File: src/include/mode_twohand_pkg.sv
// constants, register map and field layout of the mode selector and two-hand logic
//
// Summary of operation
// RQ1: normal operation copies each mode input onto its safe mode output.
// RQ2: selector mode requires exactly one mode input high, with discrepancy timing.
// RQ3: at start or with selector analysis off, outputs are a=1, b=0, c=0.
// RQ4: no or several inputs high beyond discrepancy time raises error, marks inputs invalid.
// RQ5: while inputs are faulty, safe outputs hold the last error-free state.
// RQ6: mode input change reaches safe output after 2.0 to 2.1 ms.
// RQ7: one-of-three violation errors within 2.0 to 2.1 ms plus discrepancy time.
// RQ8: selector activation enables one-of-three use; cleared means monitoring inactive.
// RQ9: selector discrepancy time bounds how long none or several inputs may be high.
// RQ10: selector and two-hand faults drive the internal input error with code 57-1.
// RQ11: two-hand output is the OR of both two-hand inputs.
// RQ12: two-hand mode activates only when both inputs have two-hand sensor type.
// RQ13: each two-hand input keeps its own channel equivalence or antivalence check.
// RQ14: two-hand inputs differing beyond two-hand discrepancy time raise an error.
// RQ15: two-hand input change reaches combined output after 2.0 to 2.1 ms.
// RQ16: two-hand violation errors within 2.0 to 2.1 ms plus discrepancy time.
// RQ17: software should set two-hand discrepancy longer than per-input discrepancy.
// RQ18: two-hand activation enables combined output and its discrepancy monitoring.
// RQ19: inputs, outputs and timers advance on a fixed evaluation cycle near 2 ms.
package mode_twohand_pkg;
  // timing
  localparam int unsigned CLK_PERIOD_NS    = 10;
  localparam int unsigned SAMPLE_PERIOD_NS = 100000;
  localparam int unsigned EVAL_PERIOD_NS   = 2000000;
  localparam int unsigned SAMPLE_CYCLES    = SAMPLE_PERIOD_NS / CLK_PERIOD_NS;
  localparam int unsigned TAPS             = EVAL_PERIOD_NS / SAMPLE_PERIOD_NS;
  // register byte offsets
  localparam logic [7:0] CTRL_OFF      = 8'h00;
  localparam logic [7:0] SEL_DISC_OFF  = 8'h04;
  localparam logic [7:0] TH_DISC_OFF   = 8'h08;
  localparam logic [7:0] CHAN_DISC_OFF = 8'h0c;
  localparam logic [7:0] STATUS_OFF    = 8'h10;
  localparam logic [7:0] MASK_OFF      = 8'h14;
  localparam logic [7:0] STATE_OFF     = 8'h18;
  // control fields
  localparam int unsigned CTRL_SEL_ACT  = 0;
  localparam int unsigned CTRL_TH_ACT   = 1;
  localparam int unsigned CTRL_TYPE_L   = 2;
  localparam int unsigned CTRL_TYPE_R   = 3;
  localparam int unsigned CTRL_ANTI_L   = 4;
  localparam int unsigned CTRL_ANTI_R   = 5;
  localparam int unsigned CTRL_W        = 6;
  // status and mask fields
  localparam int unsigned ST_SEL_ERR    = 0;
  localparam int unsigned ST_TH_ERR     = 1;
  localparam int unsigned ST_CHAN_L     = 2;
  localparam int unsigned ST_CHAN_R     = 3;
  localparam int unsigned ST_W          = 4;
  // reset values
  localparam logic [CTRL_W-1:0] CTRL_RST  = 6'h00;
  localparam logic [15:0]       DISC_RST  = 16'h0005;
  localparam logic [2:0]        SAFE_START = 3'h1;
  // internal input error code 57-1
  localparam logic [15:0]       ERR_CODE  = 16'h3901;
  localparam int unsigned       CNT_W     = 21;
endpackage

File: src/design/mode_twohand_logic.sv
// mode selector switch and two-hand control combiner with apb registers
module mode_twohand_logic
  import mode_twohand_pkg::*;
#(
  parameter int unsigned SAMPLE_CYC = SAMPLE_CYCLES
) (
  input  wire logic        pclk,
  input  wire logic        presetn,
  input  wire logic        psel,
  input  wire logic        penable,
  input  wire logic        pwrite,
  input  wire logic [7:0]  paddr,
  input  wire logic [31:0] pwdata,
  output logic      [31:0] prdata,
  output logic             pready,
  output logic             pslverr,
  input  wire logic        mode_input_a,
  input  wire logic        mode_input_b,
  input  wire logic        mode_input_c,
  input  wire logic        twohand_left_a,
  input  wire logic        twohand_left_b,
  input  wire logic        twohand_right_a,
  input  wire logic        twohand_right_b,
  output logic             safe_mode_a,
  output logic             safe_mode_b,
  output logic             safe_mode_c,
  output logic             twohand_combined_out,
  output logic             input_error,
  output logic      [15:0] input_error_code,
  output logic             irq
);

  localparam int unsigned PIN_W = 7;

  logic [PIN_W-1:0]  sync1_q;
  logic [PIN_W-1:0]  sync2_q;
  logic [PIN_W-1:0]  line_q [TAPS];
  logic [PIN_W-1:0]  tap;
  logic [31:0]       div_q;
  logic              tick;
  logic [CTRL_W-1:0] ctrl_q;
  logic [15:0]       sel_disc_q;
  logic [15:0]       th_disc_q;
  logic [15:0]       chan_disc_q;
  logic [ST_W-1:0]   status_q;
  logic [ST_W-1:0]   mask_q;
  logic [ST_W-1:0]   err_q;
  logic [ST_W-1:0]   err_d;
  logic [ST_W-1:0]   event_set;
  logic [2:0]        safe_q;
  logic              sel_valid_q;
  logic              th_out_q;
  logic [CNT_W-1:0]  sel_cnt_q;
  logic [CNT_W-1:0]  th_cnt_q;
  logic [CNT_W-1:0]  chan_cnt_q [2];
  logic [CNT_W-1:0]  sel_thr;
  logic [CNT_W-1:0]  th_thr;
  logic [CNT_W-1:0]  chan_thr;
  logic [2:0]        logic_mode;
  logic              logic_twohand_left;
  logic              logic_twohand_right;
  logic [1:0]        chan_bad;
  logic              sel_en;
  logic              th_en;
  logic              one_hot;
  logic              wr_en;
  logic              rd_setup;
  logic [ST_W-1:0]   w1c;

  // two-flop synchronisers for all operator pins
  always_ff @(posedge pclk or negedge presetn) begin
    if (!presetn) begin
      sync1_q <= '0;
      sync2_q <= '0;
    end else begin
      sync1_q <= {twohand_right_b, twohand_right_a, twohand_left_b, twohand_left_a,
                  mode_input_c, mode_input_b, mode_input_a};
      sync2_q <= sync1_q;
    end
  end

  // sample tick divider, one pulse per sample period
  always_ff @(posedge pclk or negedge presetn) begin
    if (!presetn) begin
      div_q <= '0;
    end else if (div_q == SAMPLE_CYC - 1) begin
      div_q <= '0;
    end else begin
      div_q <= div_q + 32'h1;
    end
  end
  assign tick = (div_q == SAMPLE_CYC - 1);

  // delay line of one evaluation cycle, oldest tap feeds the logic
  always_ff @(posedge pclk or negedge presetn) begin
    if (!presetn) begin
      for (int i = 0; i < TAPS; i++) begin
        line_q[i] <= '0;
      end
    end else if (tick) begin // see RQ6 see RQ15 see RQ19
      line_q[0] <= sync2_q;
      for (int i = 1; i < TAPS; i++) begin
        line_q[i] <= line_q[i-1];
      end
    end
  end
  assign tap = line_q[TAPS-1];

  // thresholds: discrepancy settings are in evaluation cycles
  assign sel_thr  = CNT_W'(sel_disc_q) * CNT_W'(TAPS);  // see RQ9
  assign th_thr   = CNT_W'(th_disc_q) * CNT_W'(TAPS);
  assign chan_thr = CNT_W'(chan_disc_q) * CNT_W'(TAPS);

  // enables and decoded logical inputs
  assign sel_en     = ctrl_q[CTRL_SEL_ACT];  // see RQ8
  assign th_en      = ctrl_q[CTRL_TH_ACT] & ctrl_q[CTRL_TYPE_L]
                      & ctrl_q[CTRL_TYPE_R];  // see RQ12 see RQ18
  assign logic_mode = tap[2:0];
  assign one_hot    = (logic_mode == 3'h1) || (logic_mode == 3'h2)
                      || (logic_mode == 3'h4);  // see RQ2

  // per-input channel check, equivalent or antivalent pair
  genvar g;
  generate
    for (g = 0; g < 2; g++) begin : g_chan
      logic chan_b;
      assign chan_b      = tap[4+2*g] ^ ctrl_q[CTRL_ANTI_L+g];
      assign chan_bad[g] = (tap[3+2*g] != chan_b);  // see RQ13
      always_ff @(posedge pclk or negedge presetn) begin
        if (!presetn) begin
          chan_cnt_q[g] <= '0;
        end else if (tick) begin
          if (!chan_bad[g]) begin
            chan_cnt_q[g] <= '0;
          end else if (chan_cnt_q[g] != chan_thr) begin
            chan_cnt_q[g] <= chan_cnt_q[g] + CNT_W'(1);
          end
        end
      end
    end
  endgenerate
  assign logic_twohand_left  = tap[3] & ~chan_bad[0];
  assign logic_twohand_right = tap[5] & ~chan_bad[1];

  // selector: copy, default or hold last valid state
  always_ff @(posedge pclk or negedge presetn) begin
    if (!presetn) begin
      safe_q      <= SAFE_START;  // see RQ3
      sel_valid_q <= 1'b0;
      sel_cnt_q   <= '0;
    end else if (tick) begin
      if (!sel_en) begin
        safe_q      <= SAFE_START;  // see RQ3
        sel_valid_q <= 1'b0;
        sel_cnt_q   <= '0;
      end else if (one_hot) begin
        safe_q      <= logic_mode;  // see RQ1
        sel_valid_q <= 1'b1;
        sel_cnt_q   <= '0;
      end else begin
        if (sel_cnt_q != sel_thr) begin  // safe_q holds, see RQ5
          sel_cnt_q <= sel_cnt_q + CNT_W'(1);
        end else begin
          sel_valid_q <= 1'b0;  // see RQ4
        end
      end
    end
  end

  // two-hand combiner and its discrepancy timer
  always_ff @(posedge pclk or negedge presetn) begin
    if (!presetn) begin
      th_out_q <= 1'b0;
      th_cnt_q <= '0;
    end else if (tick) begin
      th_out_q <= th_en & (logic_twohand_left | logic_twohand_right);  // see RQ11
      if (!th_en || (logic_twohand_left == logic_twohand_right)) begin
        th_cnt_q <= '0;
      end else if (th_cnt_q != th_thr) begin
        th_cnt_q <= th_cnt_q + CNT_W'(1);
      end
    end
  end

  // live error flags, raised when a timer has reached its threshold
  always_comb begin
    err_d = err_q;
    if (tick) begin
      err_d[ST_SEL_ERR] = sel_en && !one_hot && (sel_cnt_q == sel_thr);  // see RQ4 see RQ7
      err_d[ST_TH_ERR]  = th_en && (logic_twohand_left != logic_twohand_right)
                          && (th_cnt_q == th_thr);  // see RQ14 see RQ16
      err_d[ST_CHAN_L]  = th_en && chan_bad[0] && (chan_cnt_q[0] == chan_thr);
      err_d[ST_CHAN_R]  = th_en && chan_bad[1] && (chan_cnt_q[1] == chan_thr);
    end
  end
  assign event_set = err_d & ~err_q;

  always_ff @(posedge pclk or negedge presetn) begin
    if (!presetn) begin
      err_q <= '0;
    end else begin
      err_q <= err_d;
    end
  end

  // apb decode
  assign wr_en    = psel & penable & pwrite;
  assign rd_setup = psel & ~penable;
  assign w1c      = (wr_en && paddr == STATUS_OFF) ? pwdata[ST_W-1:0] : '0;

  // configuration registers
  always_ff @(posedge pclk or negedge presetn) begin
    if (!presetn) begin
      ctrl_q      <= CTRL_RST;
      sel_disc_q  <= DISC_RST;
      th_disc_q   <= DISC_RST;
      chan_disc_q <= DISC_RST;
      mask_q      <= '0;
    end else if (wr_en) begin
      if (paddr == CTRL_OFF) begin
        ctrl_q <= pwdata[CTRL_W-1:0];
      end else if (paddr == SEL_DISC_OFF) begin
        sel_disc_q <= pwdata[15:0];
      end else if (paddr == TH_DISC_OFF) begin
        th_disc_q <= pwdata[15:0];  // see RQ17
      end else if (paddr == CHAN_DISC_OFF) begin
        chan_disc_q <= pwdata[15:0];
      end else if (paddr == MASK_OFF) begin
        mask_q <= pwdata[ST_W-1:0];
      end
    end
  end

  // sticky status, a new event wins over a write-one clear
  always_ff @(posedge pclk or negedge presetn) begin
    if (!presetn) begin
      status_q <= '0;
    end else begin
      status_q <= (status_q & ~w1c) | event_set;
    end
  end

  // read data and error captured in the setup phase
  always_ff @(posedge pclk or negedge presetn) begin
    if (!presetn) begin
      prdata  <= '0;
      pslverr <= 1'b0;
    end else if (rd_setup) begin
      pslverr <= 1'b0;
      prdata  <= '0;
      if (paddr == CTRL_OFF) begin
        prdata <= 32'(ctrl_q);
      end else if (paddr == SEL_DISC_OFF) begin
        prdata <= 32'(sel_disc_q);
      end else if (paddr == TH_DISC_OFF) begin
        prdata <= 32'(th_disc_q);
      end else if (paddr == CHAN_DISC_OFF) begin
        prdata <= 32'(chan_disc_q);
      end else if (paddr == STATUS_OFF) begin
        prdata <= 32'(status_q);
      end else if (paddr == MASK_OFF) begin
        prdata <= 32'(mask_q);
      end else if (paddr == STATE_OFF) begin
        prdata <= {20'h0, err_q, logic_mode, sel_valid_q, th_out_q, safe_q};
      end else begin
        pslverr <= 1'b1;
      end
    end
  end

  // outputs
  assign pready               = 1'b1;
  assign safe_mode_a          = safe_q[0];
  assign safe_mode_b          = safe_q[1];
  assign safe_mode_c          = safe_q[2];
  assign twohand_combined_out = th_out_q;
  assign input_error          = |err_q;  // see RQ10
  assign input_error_code     = input_error ? ERR_CODE : 16'h0000;  // see RQ10
  assign irq                  = |(status_q & mask_q);

  // assertions
  a_sel_default: assert property (@(posedge pclk) disable iff (!presetn)
    tick && !sel_en |=> safe_q == SAFE_START) // see RQ3
    else $error("safe outputs not at start state while selector off");
  a_sel_copy: assert property (@(posedge pclk) disable iff (!presetn)
    tick && sel_en && one_hot |=> safe_q == $past(logic_mode)) // see RQ1
    else $error("valid selector state not copied");
  a_sel_hold: assert property (@(posedge pclk) disable iff (!presetn)
    tick && sel_en && !one_hot |=> $stable(safe_q)) // see RQ5
    else $error("safe outputs moved during selector fault");
  a_sel_error: assert property (@(posedge pclk) disable iff (!presetn)
    tick && sel_en && !one_hot && sel_cnt_q == sel_thr
    |=> err_q[ST_SEL_ERR] && !sel_valid_q && input_error) // see RQ4
    else $error("selector error not raised at threshold");
  a_sel_early: assert property (@(posedge pclk) disable iff (!presetn)
    tick && sel_cnt_q != sel_thr |=> !err_q[ST_SEL_ERR]) // see RQ7
    else $error("selector error before discrepancy time");
  a_th_or_out: assert property (@(posedge pclk) disable iff (!presetn)
    tick |=> th_out_q == $past(th_en & (logic_twohand_left | logic_twohand_right)))
    else $error("two-hand output not the or of inputs"); // see RQ11
  a_th_gate: assert property (@(posedge pclk) disable iff (!presetn)
    tick && !(ctrl_q[CTRL_TYPE_L] && ctrl_q[CTRL_TYPE_R]) |=> !th_out_q) // see RQ12
    else $error("two-hand active without two-hand sensor type");
  a_th_error: assert property (@(posedge pclk) disable iff (!presetn)
    tick && th_en && logic_twohand_left != logic_twohand_right && th_cnt_q == th_thr
    && !err_q[ST_TH_ERR] |=> err_q[ST_TH_ERR] && status_q[ST_TH_ERR]) // see RQ14
    else $error("two-hand error not raised at threshold");
  a_set_wins: assert property (@(posedge pclk) disable iff (!presetn)
    event_set[ST_SEL_ERR] && w1c[ST_SEL_ERR] |=> status_q[ST_SEL_ERR])
    else $error("event lost under status clear");
  a_line_delay: assert property (@(posedge pclk) disable iff (!presetn)
    tick |=> line_q[1] == $past(line_q[0])) // see RQ6
    else $error("delay line did not shift");
  a_code_value: assert property (@(posedge pclk) disable iff (!presetn)
    err_q[ST_TH_ERR] |-> input_error && input_error_code == ERR_CODE) // see RQ10
    else $error("error code wrong while two-hand fault");
  a_th_early: assert property (@(posedge pclk) disable iff (!presetn)
    tick && th_cnt_q != th_thr |=> !err_q[ST_TH_ERR]) // see RQ16
    else $error("two-hand error before discrepancy time");
  a_sel_recover: assert property (@(posedge pclk) disable iff (!presetn)
    tick && sel_en && one_hot |=> !err_q[ST_SEL_ERR] && sel_valid_q) // see RQ4
    else $error("selector not valid again after good input");
  a_chan_left: assert property (@(posedge pclk) disable iff (!presetn)
    tick && th_en && chan_bad[0] && chan_cnt_q[0] == chan_thr |=> err_q[ST_CHAN_L]) // see RQ13
    else $error("left channel error not raised at threshold");
  a_chan_right: assert property (@(posedge pclk) disable iff (!presetn)
    tick && th_en && chan_bad[1] && chan_cnt_q[1] == chan_thr |=> err_q[ST_CHAN_R]) // see RQ13
    else $error("right channel error not raised at threshold");
  a_status_sticky: assert property (@(posedge pclk) disable iff (!presetn)
    status_q[ST_TH_ERR] && !w1c[ST_TH_ERR] |=> status_q[ST_TH_ERR]) // see RQ14
    else $error("two-hand status bit lost without clear");

  c_sel_error: cover property (@(posedge pclk) disable iff (!presetn)
    $rose(err_q[ST_SEL_ERR]));
  c_th_error: cover property (@(posedge pclk) disable iff (!presetn)
    $rose(err_q[ST_TH_ERR]));
  c_th_press: cover property (@(posedge pclk) disable iff (!presetn)
    $rose(th_out_q));
  c_mode_b: cover property (@(posedge pclk) disable iff (!presetn)
    $rose(safe_q[1]));
  c_chan_error: cover property (@(posedge pclk) disable iff (!presetn)
    $rose(err_q[ST_CHAN_L]));

endmodule // mode_twohand_logic

File: config.mk
export PLATFORM = sky130hd
export DESIGN_NAME = mode_twohand_logic
export DESIGN_NICKNAME = d
export VERILOG_FILES = /design/src/include/mode_twohand_pkg.sv /design/src/design/mode_twohand_logic.sv
export SDC_FILE = /design/constraint.sdc
export NUM_CORES = 1
export LEC_CHECK = 0
export BUFFER_PORTS_ARGS = -buffer_cell sky130_fd_sc_hd__buf_2
export CAP_MARGIN = 40
export CORE_MARGIN = 8
export CORE_UTILIZATION = 65
export DETAILED_ROUTE_END_ITERATION = 12
export GPL_TIMING_DRIVEN = 0
export PLACE_DENSITY = 0.83
export SKIP_LAST_GASP = 1
export SLEW_MARGIN = 15
export SYNTH_ARGS = -nofsm -noshare
export SYNTH_HDL_FRONTEND = slang
export SYNTH_SLANG_ARGS = --single-unit
File: constraint.sdc
create_clock -name pclk -period 6.45 [get_ports pclk]
set_clock_uncertainty 0.05 [all_clocks]
set_input_delay 1.29 -clock pclk [delete_from_list [all_inputs] [get_ports pclk]]
set_output_delay 1.29 -clock pclk [all_outputs]
set_load 0.03 [all_outputs]
==> After elaboration in Yosys (flattened, before gate mapping) <==
Cells that the tools add are included.
{ "totals": {"out_inout_bits": 56, "elab_cells": 159, "in_bits": 52, "regBits": 374} }
{ "op_classes": {"eq_ne": 27, "muxes": 32, "n_bitwise": 24, "n_reduce_logical": 29, "multipliers": 3, "addsub": 5} }
{ "op_table": {"columns": ["op", "n"], "rows": [
  ["$mux 21", 9],
  ["$add 21x1->21 const B", 4],
  ["$eq 21x21->1", 4],
  ["$ne 21x21->1", 4],
  ["$mux 16", 4],
  ["$mul 16x3->19 const B", 3],
  ["$mux 12", 3],
  ["$add 32x1->32 const B", 1],
  ["$eq 32x14->1 const B", 1],
  ["$mux 32", 1],
  ["$eq 8x5->1 const B", 3],
  ["$eq 8x4->1 const B", 2],
  ["$mux 14", 1],
  ["$reduce_and 2->1", 7],
  ["$and 4x4->4", 3],
  ["$mux 1", 10],
  ["$logic_and 1x1->1", 9],
  ["$and 1x1->1", 8],
  ["$eq 8x3->1 const B", 1],
  ["$logic_not 8->1", 1],
  ["$mux 4", 2],
  ["$not 4->4", 2],
  ["$reduce_or 4->1", 2],
  ["$not 1->1", 7],
  ["other kinds (19)", 28]
]} }

==> Longest topological paths before layout <==
{ "logic_depth": {"ltp_word": 10, "ltp_mapped": 17, "mapped_depth_nobuf": 14} }

==> Worst setup path before layout <==
Ideal clock, no wire load.
{ "synth_timing": {"path_kind": "flip-flop to flip-flop", "from": "reg th_disc_q[1]", "to": "reg th_cnt_q[12]", "setup_slack_ps": 2365, "period_less_slack_ps": 4085, "required_ps": 6265, "path_buffers": 2, "t_arrival_ps": 3900, "path_stages_with_launch": 17, "setup_ps": 135, "path_cell_list": "dfrtp_1 -> ha_1 -> ha_1 -> inv_1 -> fa_1 -> nor2b_1 -> o211ai_1 -> a21bo_2 -> a21oi_1 -> mux2i_1 -> o21ai_0 -> or4_1 -> o41ai_2 -> or2_2 -> clkbuf_1 -> clkbuf_1 -> o21ai_0"} }
{ "synth_via": {"elab_chain_cells": 4} }
{ "synth_rtl": {"columns": ["item", "line_no", "text"], "rows": [
  ["start, declared", "mode_twohand_logic.sv:43", "logic [15:0] th_disc_q;"],
  ["start signal, assigned", "mode_twohand_logic.sv:225", "th_disc_q <= pwdata[15:0];"],
  ["$mul 16x3->19", "mode_twohand_logic.sv:111", "assign th_thr = CNT_W'(th_disc_q) * CNT_W'(TAPS);"],
  ["$ne 21x21->1", "mode_twohand_logic.sv:179", "end else if (th_cnt_q != th_thr) begin"],
  ["$reduce_bool 2->1 (no line)", null, null],
  ["$reduce_and 2->1 (no line)", null, null],
  ["end signal, assigned", "mode_twohand_logic.sv:180", "th_cnt_q <= th_cnt_q + CNT_W'(1);"],
  ["end, declared", "mode_twohand_logic.sv:54", "logic [CNT_W-1:0] th_cnt_q;"]
]} }
Every way passes these cells.
A chain may end at the register's enable or synchronous reset.

==> Final worst setup path <==
{ "layout_timing": {"from": "reg th_disc_q[1]", "to": "reg th_cnt_q[16]"} }
Same word-level chain as after synthesis.

==> run metrics <==
internal power component=3.623 mW; Synth async-reset ratio=1.000; crit path kind=flip-flop to flip-flop; area grow syn2layout=11.27%; R2R setup slack=1.55 ns; most frequent cells in the layout=nand2_1, dfrtp_1, o21ai_0; Mapped Cells=2255; cell type with the highest aggregate area in the netlist=dfrtp_1; worst rel slew slack=0.4259; Switch Pwr=around 1.1 mW; Sequential Area=around 9000 sq um; Tmin final=around 5 ns; TritonCTS clock tree=built; vias in the first global route=around 17000; Final Wtd Congestion=~0.96; LEAKAGE=roughly 11 nW; power per cell area=between 200 and 250 nW/um^2; startpoint type of the worst setup path=flip-flop; period utilization=0.7596; final setup vio count=0; pre-CTS WS=roughly 1.6 ns; area of the multi-input gates=approximately 11000 sq um; Core Region=between 30000 and 40000 sq um; Hold Path Class=flip-flop to flip-flop; postcts setup bufs=0; Die ar.=between 30000 and 40000 sq um; Clock transition at path regs=around 0.060 ns; Power, Total=4.736 mW; post-synthesis sequential area ratio=0.4409; global-route wire length before repair=around 84000 um; CP arrival=~5.3 ns; Overall Global Routing Usage=0.2765; Worst Path Max Fanout=10; kind of cell adding the most delay to the critical path=compound AO/OA/AOI/OAI gates; slowest library cell on the worst path=or4_1; VDD IR-drop max=approximately 240 uV; max-slew violation count=0; Clock Sinks=around 360; Max clock buf depth=3; yosys synthesis warning count=0; Netlist cell types=82; DRT antenna net count=0; H-tree depth=2; Worst Path Required=slightly below 7 ns; Worst Tran Pin Value=0.8522 ns; Skew-Pair Late Insertion Delay=between 0.5 and 0.6 ns; vias per inst=slightly above 6; Worst setup EP type=flip-flop; Max Fclk=204.1 MHz; Die Span Y=between 150 and 200 um; grt ovf=0; cts hold-fix bufs=0; worst path cell trace=ha_1 -> ha_1 -> inv_1 -> fa_1 -> nor2b_1 -> o211ai_1 -> a21bo_2 -> a21oi_1 -> mux2i_1 -> o21ai_0 -> or4_1 -> o41ai_2 -> or2_2 -> clkbuf_1 -> clkbuf_1 -> o21ai_0; diodes inserted=0; synthesized area=around 20000 sq um; Sw Share=0.2350; RSZ-0062 raised after global routing=no; Gates resized, CTS repair=0; clk root buf=clkbuf_16; Yosys top cell area share=0.4319; combinational share of power=0.051; Mapped Avg Cell Area=9.019 sq um; Sequential Power Share=0.479; initial antenna violation count=0; top post-synthesis cells by area=dfrtp_1, nand2_1, ha_1; DRC=0; I/O Buffers=62; Clk pwr share=0.470; I/O pins=between 100 and 150; Post-DP HPWL=37360 um; final hold viol count=0; Initial Utilization=0.6631; Crit path largest cell delay=roughly 0.55 ns; Die Width=about 190 um; wirelength, routed=slightly above 50000 um; Yosys reg bits=roughly 360; initial DRC count=roughly 1500; Post-synth EDFFs=0; Fillers=roughly 2200; ys flop type=dfrtp_1; worst setup margin=1.551 ns; Pre-antenna DRT Iters=5; WL per Instance=18.20 um; Nets=2538; routed vias=17119; commonest non-fill, non-tap cell in the layout=nand2_1; TritonCTS Buffers=38; Max Cap Viol=0; largest net degree at the start of global routing=about 110; Worst Path Buf+Inv=3; Row Count=64; status=completed; layout cells sized above 1=0.1110
==> power groups by stage <==
| stage | Sequential [mW] | Clock, mW | Combinational [mW] |
|---|---|---|---|
| detailed placement | 2.31 | 0 | 0.238 |
| global placement | 2.31 | 0 | 0.225 |
| finish | 2.27 | 2.23 | 0.240 |
| floorplan | 2.31 | 0 | 0.136 |
| CTS | 2.27 | 2.26 | 0.239 |
| global route | 2.27 | 2.35 | 0.265 |
==> cell type report <==
type	instances	area share
timing repair buffer	66	0.01814
tap	396	0.02190
clock buffer	55	0.04882
clock inverter	13	0.007851
inverter	57	0.009455
buffer	134	0.03013
multi-input combinational	1732	0.4674
sequential	358	0.3963
==> cell families (layout without fill, tap and decap cells) <==
group / after synthesis / after routing / synth area share
other cells: 2 / 28 / 0.0003693
fa+ha+maj: 99 / 99 / 0.06202
compound gates: 395 / 395 / 0.1274
buf+inv: 191 / 325 / 0.04405
simple gates: 1013 / 1013 / 0.2266
xor+xnor: 121 / 121 / 0.05666
mux: 76 / 76 / 0.04196
flops: 358 / 358 / 0.4409
==> cell usage after synthesis (13+ instances only) <==
| cell | number |
|---|---|
| ha_1 | 96 |
| inv_1 | 57 |
| xnor2_1 | 74 |
| nand3_1 | 70 |
| or3_1 | 15 |
| a22o_1 | 31 |
| o31ai_1 | 35 |
| xor2_1 | 40 |
| nand4_1 | 26 |
| nor2b_1 | 28 |
| o21ai_0 | 130 |
| a21oi_1 | 53 |
| buf_4 | 33 |
| mux2_2 | 54 |
| nor4_1 | 21 |
| o211ai_1 | 14 |
| a22oi_1 | 13 |
| clkbuf_1 | 85 |
| or2_2 | 17 |
| a21o_1 | 20 |
| nand2_1 | 574 |
| mux2i_1 | 20 |
| dfrtp_1 | 351 |
| and3_1 | 40 |
| nor2_1 | 104 |
| nor3_1 | 33 |
| a31oi_1 | 14 |
| nand2b_1 | 25 |
| and2_1 | 16 |
==> layer usage <==
metal	GRT usage	up-vias	wire length, um
met3	0.04246	141	3811
li1	-	8025	-
met2	0.4475	651	23680
met4	0.1110	0	2003
met1	0.3696	8302	21650
met5	0	-	0
==> per-stage QoR <==
stage	hold slack [ns]	TNS (ns)	utilization	instances	cell area, sq um
final	0.2970	0	0.7378	2811	22630
after global routing	0.3073	0	0.7378	2811	22630
after CTS	0.2984	0	0.7378	2811	22630
after detailed placement	0.2847	0	0.6960	2743	21350
after global placement	0.2838	-927.43	0.6926	2739	21240
after floorplan	0.2812	0	-	2281	20430
==> flip-flops by register name, summed over array words and instances, names as in the netlist, 3 cells and up <==
signal / count
sync1_q: 7
chan_disc_q: 16
sel_disc_q: 16
tap: 7
chan_cnt_q: 42
err_q: 4
sync2_q: 7
prdata: 16
div_q: 32
th_cnt_q: 21
mask_q: 4
th_disc_q: 16
ctrl_q: 6
safe_q: 3
line_q: 133
status_q: 4
sel_cnt_q: 21
==> path summary, 6_finish.rpt <==
check / cells past startpoint / to / from
worst min-delay path: 0 / sync2_q[5] / sync1_q[5]
worst max register to register: 16 / th_cnt_q[16] / th_disc_q[1]
max in group asynchronous: 3 / safe_q[0] / presetn
worst max-delay path: 16 / th_cnt_q[16] / th_disc_q[1]
min in group asynchronous: 1 / chan_cnt_q[13] / presetn
worst min register to register: 0 / sync2_q[5] / sync1_q[5]
No activity file was read; power rests on OpenSTA's default activity.
